<file path="src/inc/ptg_pkg.sv">
// constants, config carrier and state codes for the pulse train generator
package ptg_pkg;
    localparam logic [31:0] CLK_HZ = 32'h0262_5A00;
    localparam int CLK_PERIOD_NS = 25;
    localparam logic [31:0] CYC_PER_MS = 32'(1_000_000 / CLK_PERIOD_NS);
    localparam int DIV_W = 32;
    localparam logic [26:0] PULSE_NUM_MAX = 27'h5F5_E0FF;
    localparam logic [16:0] FREQ_MIN = 17'h0_0001;
    localparam logic [16:0] FREQ_MAX = 17'h1_86A0;
    localparam logic [6:0] DUTY_MIN = 7'h0A;
    localparam logic [6:0] DUTY_MAX = 7'h64;
    localparam logic [31:0] PCT_FULL = 32'h0000_0064;
    localparam logic [12:0] RAMP_MS_MIN = 13'h0001;
    localparam logic [12:0] RAMP_MS_MAX = 13'h1388;
    localparam logic [6:0] SEG_MIN = 7'h01;
    localparam logic [6:0] SEG_MAX = 7'h64;

    typedef enum logic [1:0] {
        MODE_FIXED = 2'h0,
        MODE_PWM = 2'h1,
        MODE_RAMP = 2'h2
    } ptg_mode_e;

    typedef enum logic [6:0] {
        ST_IDLE = 7'h01,
        ST_SEG = 7'h02,
        ST_STEP = 7'h04,
        ST_PER = 7'h08,
        ST_HIGH = 7'h10,
        ST_RUN = 7'h20,
        ST_DONE = 7'h40
    } ptg_state_e;

    typedef struct packed {
        ptg_mode_e mode;
        logic [26:0] pulse_num;
        logic [16:0] freq;
        logic [6:0] duty;
        logic [16:0] start_frequency;
        logic [16:0] end_frequency;
        logic [12:0] ramp_ms;
        logic [6:0] seg_num;
    } ptg_cfg_s;
endpackage

</file>
<file path="src/verilog/ptg_divider.sv">
// sequential restoring divider, one quotient bit per clock
module ptg_divider #(
    parameter int W = 32
) (
    input wire logic clk,
    input wire logic rst,
    input wire logic start,
    input wire logic [W-1:0] dividend,
    input wire logic [W-1:0] divisor,
    output logic [W-1:0] quotient,
    output logic done
);
    logic [W-1:0] rem_q;
    logic [W-1:0] quo_q;
    logic [W-1:0] dvs_q;
    logic [$clog2(W+1)-1:0] cnt_q;
    logic busy_q;
    logic [W:0] trial;

    assign trial = {rem_q, quo_q[W-1]} - {1'b0, dvs_q};
    assign quotient = quo_q;

    // a new start aborts any division still in flight
    always_ff @(posedge clk) begin
        if (rst) begin
            rem_q <= '0;
            quo_q <= '0;
            dvs_q <= '0;
            cnt_q <= '0;
            busy_q <= 1'b0;
            done <= 1'b0;
        end else begin
            done <= 1'b0;
            if (start) begin
                rem_q <= '0;
                quo_q <= dividend;
                dvs_q <= divisor;
                cnt_q <= ($clog2(W+1))'(W);
                busy_q <= 1'b1;
            end else if (busy_q) begin
                if (!trial[W]) begin
                    rem_q <= trial[W-1:0];
                end else begin
                    rem_q <= {rem_q[W-2:0], quo_q[W-1]};
                end
                quo_q <= {quo_q[W-2:0], ~trial[W]};
                cnt_q <= cnt_q - 1'b1;
                if (cnt_q == 1) begin
                    busy_q <= 1'b0;
                    done <= 1'b1;
                end
            end
        end
    end
endmodule

</file>
<file path="src/verilog/ptg_top.sv">
// pulse train generator: fixed-duty, variable-duty and ramped pulse trains
// Function
// - fixed-duty train starts on a trigger rising edge
// - generator reset stops any train and returns to idle
// - fixed-duty periods are exactly half high, half low
// - pulse count accepted from zero to its maximum
// - frequency accepted from one to its maximum in hertz
// - pulse count zero means run continuously
// - finite count emits that many pulses; continuous ignores count
// - variable-duty train starts on a trigger rising edge
// - variable-duty period from frequency and duty; stops after count
// - duty accepted from ten to one hundred percent
// - ramp sequence starts on a trigger rising edge
// - ramp time split into equal segments, time over segment count
// - segment frequency steps by difference over segments minus one
// - pulses per segment equal segment time over segment period
// - ramp start and end frequencies accepted from one to maximum
// - ramp time accepted from one to five thousand milliseconds
// - segment count accepted from one to one hundred
// - pulses produced so far shown as a double-word running value
module ptg_top (
    input wire logic clk,
    input wire logic rst,
    input wire logic trg,
    input wire logic gen_rst,
    input wire ptg_pkg::ptg_cfg_s cfg,
    output logic pulse_q,
    output logic active_q,
    output logic [31:0] running_value_word_q
);
    ptg_pkg::ptg_state_e state_q;
    ptg_pkg::ptg_state_e state_d;
    ptg_pkg::ptg_mode_e mode_q;
    ptg_pkg::ptg_mode_e mode_in;
    logic trg_q;
    logic start;
    logic [26:0] target_q;
    logic [6:0] duty_q;
    logic [16:0] sf_q;
    logic [16:0] ef_q;
    logic [12:0] ramp_ms_q;
    logic [6:0] seg_n_q;
    logic up_q;
    logic [16:0] cur_freq_q;
    logic [16:0] step_q;
    logic [6:0] seg_idx_q;
    logic [31:0] period_q;
    logic [31:0] high_q;
    logic [31:0] cnt_q;
    logic [31:0] seg_cycles_q;
    logic [31:0] seg_left_q;
    logic div_wait_q;
    logic div_start;
    logic div_done;
    logic div_ok;
    logic div_state;
    logic [31:0] div_a;
    logic [31:0] div_b;
    logic [31:0] div_q;
    logic run;
    logic ramp;
    logic seg_end;
    logic last_seg;
    logic period_end;
    logic count_hit;
    logic finish;
    logic [16:0] freq_diff;
    logic [16:0] freq_in;
    logic [16:0] sf_in;
    logic [16:0] ef_in;

    function automatic logic [16:0] clamp_freq(input logic [16:0] f);
        logic [16:0] r;
        r = f;
        if (f < ptg_pkg::FREQ_MIN) begin
            r = ptg_pkg::FREQ_MIN;
        end else if (f > ptg_pkg::FREQ_MAX) begin
            r = ptg_pkg::FREQ_MAX;
        end
        return r;
    endfunction

    // an undefined mode code falls back to the fixed-duty train
    assign mode_in = (cfg.mode == ptg_pkg::MODE_PWM || cfg.mode == ptg_pkg::MODE_RAMP) ?
        cfg.mode : ptg_pkg::MODE_FIXED;
    assign freq_in = clamp_freq(cfg.freq);
    assign sf_in = clamp_freq(cfg.start_frequency);
    assign ef_in = clamp_freq(cfg.end_frequency);

    // retrigger is only taken once the previous train is idle or finished
    assign start = trg && !trg_q && !gen_rst &&
        (state_q == ptg_pkg::ST_IDLE || state_q == ptg_pkg::ST_DONE);

    assign run = state_q == ptg_pkg::ST_RUN;
    assign ramp = mode_q == ptg_pkg::MODE_RAMP;
    assign last_seg = seg_idx_q == seg_n_q - 7'h01;
    // a segment ends when its remaining time no longer fits a whole period
    assign seg_end = run && ramp && cnt_q == 32'h0 && seg_left_q < period_q;
    assign period_end = run && !seg_end && cnt_q == period_q - 32'h1;
    assign count_hit = period_end && !ramp && target_q != 27'h0 &&
        running_value_word_q + 32'h1 == 32'(target_q);
    assign finish = (seg_end && last_seg) || count_hit;
    assign freq_diff = up_q ? ef_q - sf_q : sf_q - ef_q;

    always_ff @(posedge clk) begin
        if (rst) begin
            trg_q <= 1'b0;
        end else begin
            trg_q <= trg;
        end
    end

    // configuration is latched per train so changes mid-train do not disturb it
    always_ff @(posedge clk) begin
        if (rst) begin
            mode_q <= ptg_pkg::MODE_FIXED;
            target_q <= 27'h0;
            duty_q <= ptg_pkg::DUTY_MAX;
            sf_q <= ptg_pkg::FREQ_MIN;
            ef_q <= ptg_pkg::FREQ_MIN;
            ramp_ms_q <= ptg_pkg::RAMP_MS_MIN;
            seg_n_q <= ptg_pkg::SEG_MIN;
            up_q <= 1'b1;
        end else if (start) begin
            mode_q <= mode_in;
            target_q <= (cfg.pulse_num > ptg_pkg::PULSE_NUM_MAX) ?
                ptg_pkg::PULSE_NUM_MAX : cfg.pulse_num;
            duty_q <= (cfg.duty < ptg_pkg::DUTY_MIN) ? ptg_pkg::DUTY_MIN :
                (cfg.duty > ptg_pkg::DUTY_MAX) ? ptg_pkg::DUTY_MAX : cfg.duty;
            sf_q <= sf_in;
            ef_q <= ef_in;
            up_q <= ef_in >= sf_in;
            ramp_ms_q <= (cfg.ramp_ms < ptg_pkg::RAMP_MS_MIN) ? ptg_pkg::RAMP_MS_MIN :
                (cfg.ramp_ms > ptg_pkg::RAMP_MS_MAX) ? ptg_pkg::RAMP_MS_MAX : cfg.ramp_ms;
            seg_n_q <= (cfg.seg_num < ptg_pkg::SEG_MIN) ? ptg_pkg::SEG_MIN :
                (cfg.seg_num > ptg_pkg::SEG_MAX) ? ptg_pkg::SEG_MAX : cfg.seg_num;
        end
    end

    always_comb begin
        state_d = state_q;
        case (state_q)
            ptg_pkg::ST_IDLE, ptg_pkg::ST_DONE: begin
                if (start) begin
                    state_d = (mode_in == ptg_pkg::MODE_RAMP) ? ptg_pkg::ST_SEG : ptg_pkg::ST_PER;
                end
            end
            ptg_pkg::ST_SEG: begin
                if (div_ok) begin
                    state_d = (seg_n_q > 7'h01) ? ptg_pkg::ST_STEP : ptg_pkg::ST_PER;
                end
            end
            ptg_pkg::ST_STEP: begin
                if (div_ok) begin
                    state_d = ptg_pkg::ST_PER;
                end
            end
            ptg_pkg::ST_PER: begin
                if (div_ok) begin
                    state_d = (mode_q == ptg_pkg::MODE_PWM) ? ptg_pkg::ST_HIGH : ptg_pkg::ST_RUN;
                end
            end
            ptg_pkg::ST_HIGH: begin
                if (div_ok) begin
                    state_d = ptg_pkg::ST_RUN;
                end
            end
            ptg_pkg::ST_RUN: begin
                if (finish) begin
                    state_d = ptg_pkg::ST_DONE;
                end else if (seg_end) begin
                    state_d = ptg_pkg::ST_PER;
                end
            end
            default: begin
                state_d = ptg_pkg::ST_IDLE;
            end
        endcase
        if (gen_rst) begin
            state_d = ptg_pkg::ST_IDLE;
        end
    end

    always_ff @(posedge clk) begin
        if (rst) begin
            state_q <= ptg_pkg::ST_IDLE;
        end else begin
            state_q <= state_d;
        end
    end

    assign div_state = state_q == ptg_pkg::ST_SEG || state_q == ptg_pkg::ST_STEP ||
        state_q == ptg_pkg::ST_PER || state_q == ptg_pkg::ST_HIGH;
    assign div_start = div_state && !div_wait_q && !gen_rst;
    // a done left over from an aborted division is not taken
    assign div_ok = div_done && div_wait_q && div_state;

    always_comb begin
        div_a = 32'h0;
        div_b = 32'h1;
        if (state_q == ptg_pkg::ST_SEG) begin
            div_a = 32'(ramp_ms_q) * ptg_pkg::CYC_PER_MS;
            div_b = 32'(seg_n_q);
        end else if (state_q == ptg_pkg::ST_STEP) begin
            div_a = 32'(freq_diff);
            div_b = 32'(seg_n_q - 7'h01);
        end else if (state_q == ptg_pkg::ST_PER) begin
            div_a = ptg_pkg::CLK_HZ;
            div_b = 32'(cur_freq_q);
        end else if (state_q == ptg_pkg::ST_HIGH) begin
            div_a = 32'(period_q * 32'(duty_q));
            div_b = ptg_pkg::PCT_FULL;
        end
    end

    ptg_divider #(
        .W(ptg_pkg::DIV_W)
    ) u_div (
        .clk(clk),
        .rst(rst),
        .start(div_start),
        .dividend(div_a),
        .divisor(div_b),
        .quotient(div_q),
        .done(div_done)
    );

    always_ff @(posedge clk) begin
        if (rst || gen_rst) begin
            div_wait_q <= 1'b0;
        end else if (div_start) begin
            div_wait_q <= 1'b1;
        end else if (div_ok) begin
            div_wait_q <= 1'b0;
        end
    end

    // period timing; odd cycle counts are trimmed so a half-duty period splits evenly
    always_ff @(posedge clk) begin
        if (rst || gen_rst) begin
            period_q <= 32'h2;
            high_q <= 32'h1;
            seg_cycles_q <= 32'h0;
            step_q <= 17'h0;
        end else if (div_ok) begin
            if (state_q == ptg_pkg::ST_SEG) begin
                seg_cycles_q <= div_q;
                step_q <= 17'h0;
            end else if (state_q == ptg_pkg::ST_STEP) begin
                step_q <= div_q[16:0];
            end else if (state_q == ptg_pkg::ST_PER) begin
                period_q <= (mode_q == ptg_pkg::MODE_PWM) ? div_q : {div_q[31:1], 1'b0};
                high_q <= {1'b0, div_q[31:1]};
            end else if (state_q == ptg_pkg::ST_HIGH) begin
                high_q <= div_q;
            end
        end
    end

    always_ff @(posedge clk) begin
        if (rst || gen_rst) begin
            cnt_q <= 32'h0;
        end else if (start || seg_end || period_end) begin
            cnt_q <= 32'h0;
        end else if (run) begin
            cnt_q <= cnt_q + 32'h1;
        end
    end

    always_ff @(posedge clk) begin
        if (rst || gen_rst) begin
            seg_left_q <= 32'h0;
        end else if (div_ok && state_q == ptg_pkg::ST_SEG) begin
            seg_left_q <= div_q;
        end else if (seg_end) begin
            seg_left_q <= seg_cycles_q;
        end else if (run && ramp && seg_left_q != 32'h0) begin
            seg_left_q <= seg_left_q - 32'h1;
        end
    end

    // with two or more segments, the last segment lands exactly on the end frequency despite truncated steps
    always_ff @(posedge clk) begin
        if (rst || gen_rst) begin
            cur_freq_q <= ptg_pkg::FREQ_MIN;
            seg_idx_q <= 7'h0;
        end else if (start) begin
            cur_freq_q <= (mode_in == ptg_pkg::MODE_RAMP) ? sf_in : freq_in;
            seg_idx_q <= 7'h0;
        end else if (seg_end && !last_seg) begin
            seg_idx_q <= seg_idx_q + 7'h01;
            if (seg_idx_q + 7'h02 == seg_n_q) begin
                cur_freq_q <= ef_q;
            end else if (up_q) begin
                cur_freq_q <= cur_freq_q + step_q;
            end else begin
                cur_freq_q <= cur_freq_q - step_q;
            end
        end
    end

    always_ff @(posedge clk) begin
        if (rst || gen_rst) begin
            running_value_word_q <= 32'h0;
        end else if (start) begin
            running_value_word_q <= 32'h0;
        end else if (period_end) begin
            running_value_word_q <= running_value_word_q + 32'h1;
        end
    end

    // continuous trains never hit the count check and run until reset
    always_ff @(posedge clk) begin
        if (rst || gen_rst) begin
            pulse_q <= 1'b0;
        end else if (!run || finish || seg_end) begin
            pulse_q <= 1'b0;
        end else begin
            pulse_q <= cnt_q < high_q;
        end
    end

    always_ff @(posedge clk) begin
        if (rst || gen_rst) begin
            active_q <= 1'b0;
        end else if (start) begin
            active_q <= 1'b1;
        end else if (finish) begin
            active_q <= 1'b0;
        end
    end
endmodule
</file>
<file path="config.mk">
export PLATFORM = sky130hd
export DESIGN_NAME = ptg_top
export DESIGN_NICKNAME = d
export VERILOG_FILES = /design/src/inc/ptg_pkg.sv /design/src/verilog/ptg_divider.sv /design/src/verilog/ptg_top.sv
export SDC_FILE = /design/constraint.sdc
export NUM_CORES = 2
export LEC_CHECK = 0
export ABC_AREA = 1
export BUFFER_PORTS_ARGS = -buffer_cell sky130_fd_sc_hd__buf_2
export CAP_MARGIN = 20
export CORE_MARGIN = 4
export CORE_UTILIZATION = 30
export CTS_CLUSTER_DIAMETER = 50
export DETAILED_ROUTE_END_ITERATION = 6
export PLACE_DENSITY = 0.5
export SLEW_MARGIN = 20
export SYNTH_ARGS = -nofsm -noshare
export SYNTH_HDL_FRONTEND = slang
export SYNTH_SLANG_ARGS = --single-unit
</file>
<file path="constraint.sdc">
create_clock -name clk -period 9.6 [get_ports clk]
set_input_delay 0 -clock clk [delete_from_list [all_inputs] [get_ports clk]]
set_output_delay 0 -clock clk [all_outputs]
set_load 0.02 [all_outputs]
</file>
== Word level (Yosys, flattened, before mapping) ==
Index checks and enable logic that the tools add are counted.
Operators by class
  $mul: 2
  equal/unequal tests: 23
  $lt $le $gt $ge: 17
  shift-type cells: 0
  muxes and demuxes: 60
  reduce and logical (&&, ||, !) cells: 59
  div/mod/pow operators: 0
  bitwise gates (word level): 4
  add/sub/neg operators: 14
Operator list (count)
  $mux 32: 14
  $mux 17: 15
  $mux 7: 12
  $add 32x1->32 const B: 2
  $lt 32x32->1: 2
  $sub 32x1->32 const B: 2
  $gt 17x17->1 const B: 3
  $lt 17x1->1 const B: 3
  $sub 17x17->17: 3
  $pmux 7 s6: 1
  $sub 33x32->33: 1
  $eq 32x27->1: 1
  $eq 32x32->1: 1
  $logic_not 32->1: 1
  $mul 32x7->32: 1
  $reduce_bool 32->1: 1
  $gt 27x27->1 const B: 1
  $mux 27: 1
  $reduce_bool 27->1: 1
  $mux 13: 2
  $mul 13x10->23 const B: 1
  $logic_and 1x1->1: 19
  $mux 6: 3
  $add 17x17->17: 1
  38 further kinds: 87
Word-level totals
  memory bits (read-only): 0
  output and inout bits: 34
  register bits: 439
  memories kept: 0
  logic and storage cells: 208
  RAM bits: 0
  input bits: 111
  latch bits: 0

== Depth between registers and ports, before layout ==
  depth in word-level cells: 14
  gate-level depth with buffers: 26

== By module ==
A second synthesis with hierarchy kept.
Unflattened totals
  cell total of the unflattened synthesis: 5957
  area total of the unflattened synthesis: 38841.0 µm²
Modules (own cells, without submodules)
  ptg_top: sequential area each 6706.4 µm², cells each 4771, times used 1, area each 31720.4 µm²
  ptg_divider: sequential area each 2082.0 µm², cells each 1186, times used 1, area each 7120.6 µm²

== Worst setup path after synthesis ==
OpenSTA, ideal clock, no wires.
  path kind: flip-flop to flip-flop
  start: reg duty_q[6]
  end: reg u_div.quo_q[27], in the netlist u_div.quotient[27]
  arrival: 4.751 ns
  cell stages (with the launch flop): 25
  setup time: 0.110 ns
  setup slack: 4.740 ns
  required time: 9.490 ns
  path buffers: 2
  cells stage by stage: dfxtp_1 clkbuf_1 clkbuf_1 nand2_1 fa_1 fa_1 inv_1 fa_1 inv_1 fa_1 inv_1 ha_1 nand2_1 inv_1 a21oi_1 o21bai_1 nand3_1 nand4_1 nand3_1 nand2_1 or2_2 nand3_1 o311ai_0 nand2_1 inv_1
On the way
  longest elaborated chain between the ends: 6
RTL lines
  start: declaration: line ptg_top.sv:38  | logic [6:0] duty_q;
  start signal: assignment: line ptg_top.sv:118  | duty_q <= ptg_pkg::DUTY_MAX;
  start signal: assignment: line ptg_top.sv:128  | duty_q <= (cfg.duty < ptg_pkg::DUTY_MIN) ? ptg_pkg::DUTY_MIN :
  $mul 32x7->32: line ptg_top.sv:211  | div_a = 32'(period_q * 32'(duty_q));
  $mux 32: line ptg_top.sv:210  | end else if (state_q == ptg_pkg::ST_HIGH) begin
  $mux 32: line ptg_top.sv:207  | end else if (state_q == ptg_pkg::ST_PER) begin
  $mux 32: line ptg_top.sv:204  | end else if (state_q == ptg_pkg::ST_STEP) begin
  $mux 32: line ptg_top.sv:201  | if (state_q == ptg_pkg::ST_SEG) begin
  $mux 32: line ptg_divider.sv:34  | if (start) begin
  end signal: assignment: line ptg_divider.sv:36  | quo_q <= dividend;
  end signal: assignment: line ptg_divider.sv:46  | quo_q <= {quo_q[W-2:0], ~trial[W]};
  end: declaration: line ptg_divider.sv:14  | logic [W-1:0] quo_q;
Every way passes these cells.
A chain may end at the register's enable or synchronous reset.

== Worst setup path after layout ==
  start: reg period_q[4]
  end: reg u_div.quo_q[14], in the netlist u_div.quotient[14]
On the way
  longest elaborated chain between the ends: 6
RTL lines
  start: declaration: line ptg_top.sv:47  | logic [31:0] period_q;
  start signal: assignment: line ptg_top.sv:252  | period_q <= (mode_q == ptg_pkg::MODE_PWM) ? div_q : {div_q[31:1], 1'b0};
  $mul 32x7->32: line ptg_top.sv:211
  $mux 32: line ptg_top.sv:210
  $mux 32: line ptg_top.sv:207
  $mux 32: line ptg_top.sv:204
  $mux 32: line ptg_top.sv:201
  $mux 32: line ptg_divider.sv:34
Every way passes these cells.

==> flow_metrics.env <==
export IMPL_maxSlewViolCount=0
export IMPL_synthTopCellsByArea="dfxtp_1, nand2_1, ha_1, inv_1, fa_1"
export IMPL_irDropWorstVdd_mv=0.216
export IMPL_total_leakage_power_nw=20.8
export IMPL_max_freq_ghz=0.182
export IMPL_multi_input_area_um2=24400
export IMPL_power_internal_mw=4.57
export IMPL_detail_route_antenna_nets=0
export IMPL_critPathLaunchType="flip-flop"
export IMPL_clk_pin_slew_ps=60
export IMPL_dieArea_um2=129000
export IMPL_crit_path_cell_trace="nand2_1, inv_1, fa_1, fa_1, fa_1, inv_1, fa_1, inv_1, ha_1, nand2_1, inv_1, nand2_1, and3_1, o21ai_0, nand2_1, nand2_1, o21ai_0, nand2_1, o21ai_0, nand2_1, nand2_1, a21oi_1"
export IMPL_cp_slowest_cell="dfxtp_1"
export IMPL_synth_seq_area_share_pct=22.9
export IMPL_crit_required_ps=10100
export IMPL_routedWlPerCell_um=18.7
export IMPL_setup_viol=0
export IMPL_cp_arrival_ps=6000
export IMPL_synth_area_per_cell_um2=6.64
export IMPL_fin_ws_ps=4110
export IMPL_cts_resized_gates=0
export IMPL_crit_family="adder cells"
export IMPL_drc=0
export IMPL_dieHeight_um=360
export IMPL_synth_common_cells="nand2_1, inv_1, a21oi_1, nor2_1, o21ai_0"
export IMPL_whs_ps=46.8
export IMPL_crit_fanout=11
export IMPL_ys_ff_latch=425
export IMPL_h_tree_depth=3
export IMPL_gp_congestion=0.940
export IMPL_viasPerCell=5.04
export IMPL_dr_pass1_iters=5
export IMPL_path_buf_inv=4
export IMPL_ys_warn_count=0
export IMPL_finClkSkew_ps=22.7
export IMPL_grt_pass1_wl_mm=217
export IMPL_p_total_mw=7.53
export IMPL_r2r_setup_slack_ps=4110
export IMPL_status="completed"
export IMPL_end_kind="flip-flop"
export IMPL_p_per_area_nw_per_um2=173
export IMPL_utilization_pct=35.7
export IMPL_p_seq_share_pct=28.6
export IMPL_yosysUniqueCellTypes=71
export IMPL_syn_nets=6133
export IMPL_start_util_pct=30.4
export IMPL_placed_cell_area_um2=39400
export IMPL_rows=128
export IMPL_routed_wl_mm=140
export IMPL_seq_area_um2=8510
export IMPL_io_buffers=144
export IMPL_instances_no_fill=7478
export IMPL_antenna_found_initial=1
export IMPL_drt_iter0_markers=3185
export IMPL_drv_cap=0
export IMPL_post_cts_buffers=0
export IMPL_clk_latency_ps=660
export IMPL_timing_final_crit_share_pct=57.2
export IMPL_tritoncts="done"
export IMPL_grt_total_usage_pct=21.0
export IMPL_grt_overflow=0
export IMPL_crit_type="flip-flop to flip-flop"
export IMPL_fin_area_um2=43600
export IMPL_rsz0062_at_grt="false"
export IMPL_synth_most_common_cell="nand2_1"
export IMPL_clockRootBuffer="clkbuf_16"
export IMPL_crit_top_cell="nand2_1"
export IMPL_holdBufCountCts=152
export IMPL_cts_inserted_buffers=78
export IMPL_clock_sinks=425
export IMPL_worst_pin_slew_ps=1120
export IMPL_hpwl_mm=106
export IMPL_fillers=13287
export IMPL_p_switching_mw=2.96
export IMPL_yosysTopAreaCellShare_pct=22.9
export IMPL_num_io_pins=145
export IMPL_coreArea_um2=122000
export IMPL_vias=37686
export IMPL_p_sw_share_pct=39.3
export IMPL_area_delta_synth_final_pct=17.5
export IMPL_synth_edff_count=0
export IMPL_drive_above_1_share_pct=7.13
export IMPL_fin_crit_ps=5490
export IMPL_hold_viol=0
export IMPL_yosysTopAreaCell="dfxtp_1"
export IMPL_combPwrFrac_pct=33.0
export IMPL_grt_pass1_vias=36225
export IMPL_grt_max_degree=103
export IMPL_yosys_most_used_dff="dfxtp_1"
export IMPL_pre_cts_slack_ps=4190
export IMPL_synth_async_reset_ratio_pct=0
export IMPL_fin_setup_tns_ps=0
export IMPL_post_synth_inst_count=5590
export IMPL_synth_area_um2=37100
export IMPL_cts_max_path_buffers=3
export IMPL_hp_class="input pin to flip-flop"
export IMPL_clkPwrFrac_pct=38.4
export IMPL_fin_nets=6333
export IMPL_die_x_um=360
export IMPL_placed_cells=7183
export IMPL_maxSlewHeadroom_pct=25.3
export IMPL_crit_path_max_incr_delay_ps=830
[routing by layer]
metal,routed length [µm],global-route usage [%]
met5,0,0
met1,65600,29.4
met2,62000,33.7
met3,7700,2.51
met4,4730,6.65
[power by group through the flow]
stage / sequential, mW / clock (mW) / combinational (mW)
final: 2.15 / 2.89 / 2.49
after global placement: 2.18 / 0 / 2.37
after CTS: 2.15 / 2.95 / 2.47
after global routing: 2.16 / 3.03 / 2.81
after floorplan: 2.07 / 0 / 1.70
after detailed placement: 2.18 / 0 / 2.38
[sequential cells by signal (all words and copies together) (netlist names), 13 cells and up]
register,flops
period_q,32
ramp_ms_q,13
running_value_word_q,32
high_q,32
target_q,27
u_div.dvs_q,18
cnt_q,32
sf_q,17
u_div.quotient,32
seg_cycles_q,32
ef_q,17
step_q,17
u_div.rem_q,32
cur_freq_q,17
seg_left_q,32
[path summary, 6_finish.rpt]
kind | end | startpoint | cells after the start
max | u_div.quotient[14] | period_q[4] | 22
min | cur_freq_q[16] | rst | 4
max reg2reg | u_div.quotient[14] | period_q[4] | 22
min reg2reg | seg_cycles_q[13] | seg_cycles_q[13] | 2
[worst min-delay path, stage by stage]
cell and delay, ps:
buf_2 130, nor2_4 100, inv_2 240, nor2_1 170
[kinds of logic (layout without fill, tap and decap cells)]
logic type,after synthesis,after routing,share of synthesized area (%)
and+or+nand+nor,2207,2207,25.1
adders and majority gates,432,432,17.8
AOI/OAI and AO/OA,1231,1231,18.4
buffers and inverters,1126,1388,11.6
DFF,425,425,22.9
other,0,1,0
muxes,4,4,0.108
xor gates and xnor gates,165,165,3.97
[placed cells by master, fill, tap and decap left out, drive strengths merged, types with 29 or more instances in the layout]
master | Yosys | routed
a21oi | 518 | 518
nor2 | 493 | 493
nand2 | 1209 | 1209
nor3 | 68 | 68
a31oi | 43 | 43
dlygate4sd3 | 0 | 152
nand4 | 69 | 69
clkbuf | 149 | 95
buf | 71 | 188
dfxtp | 425 | 425
or2 | 29 | 29
o21ai | 451 | 451
inv | 903 | 913
nor4 | 36 | 36
fa | 162 | 162
ha | 270 | 270
nand3 | 278 | 278
o211ai | 63 | 63
xnor2 | 63 | 63
xor2 | 100 | 100
[layout make-up]
cell class | count | share of cell area, %
antenna | 1 | 0.00574
clock buffer | 95 | 4.87
clock inverter | 47 | 1.39
inverter | 906 | 7.80
multi-input combinational | 4039 | 55.9
sequential | 425 | 19.5
tap | 1625 | 4.66
timing repair buffer | 340 | 5.91
(Power assumes the default switching activity.)
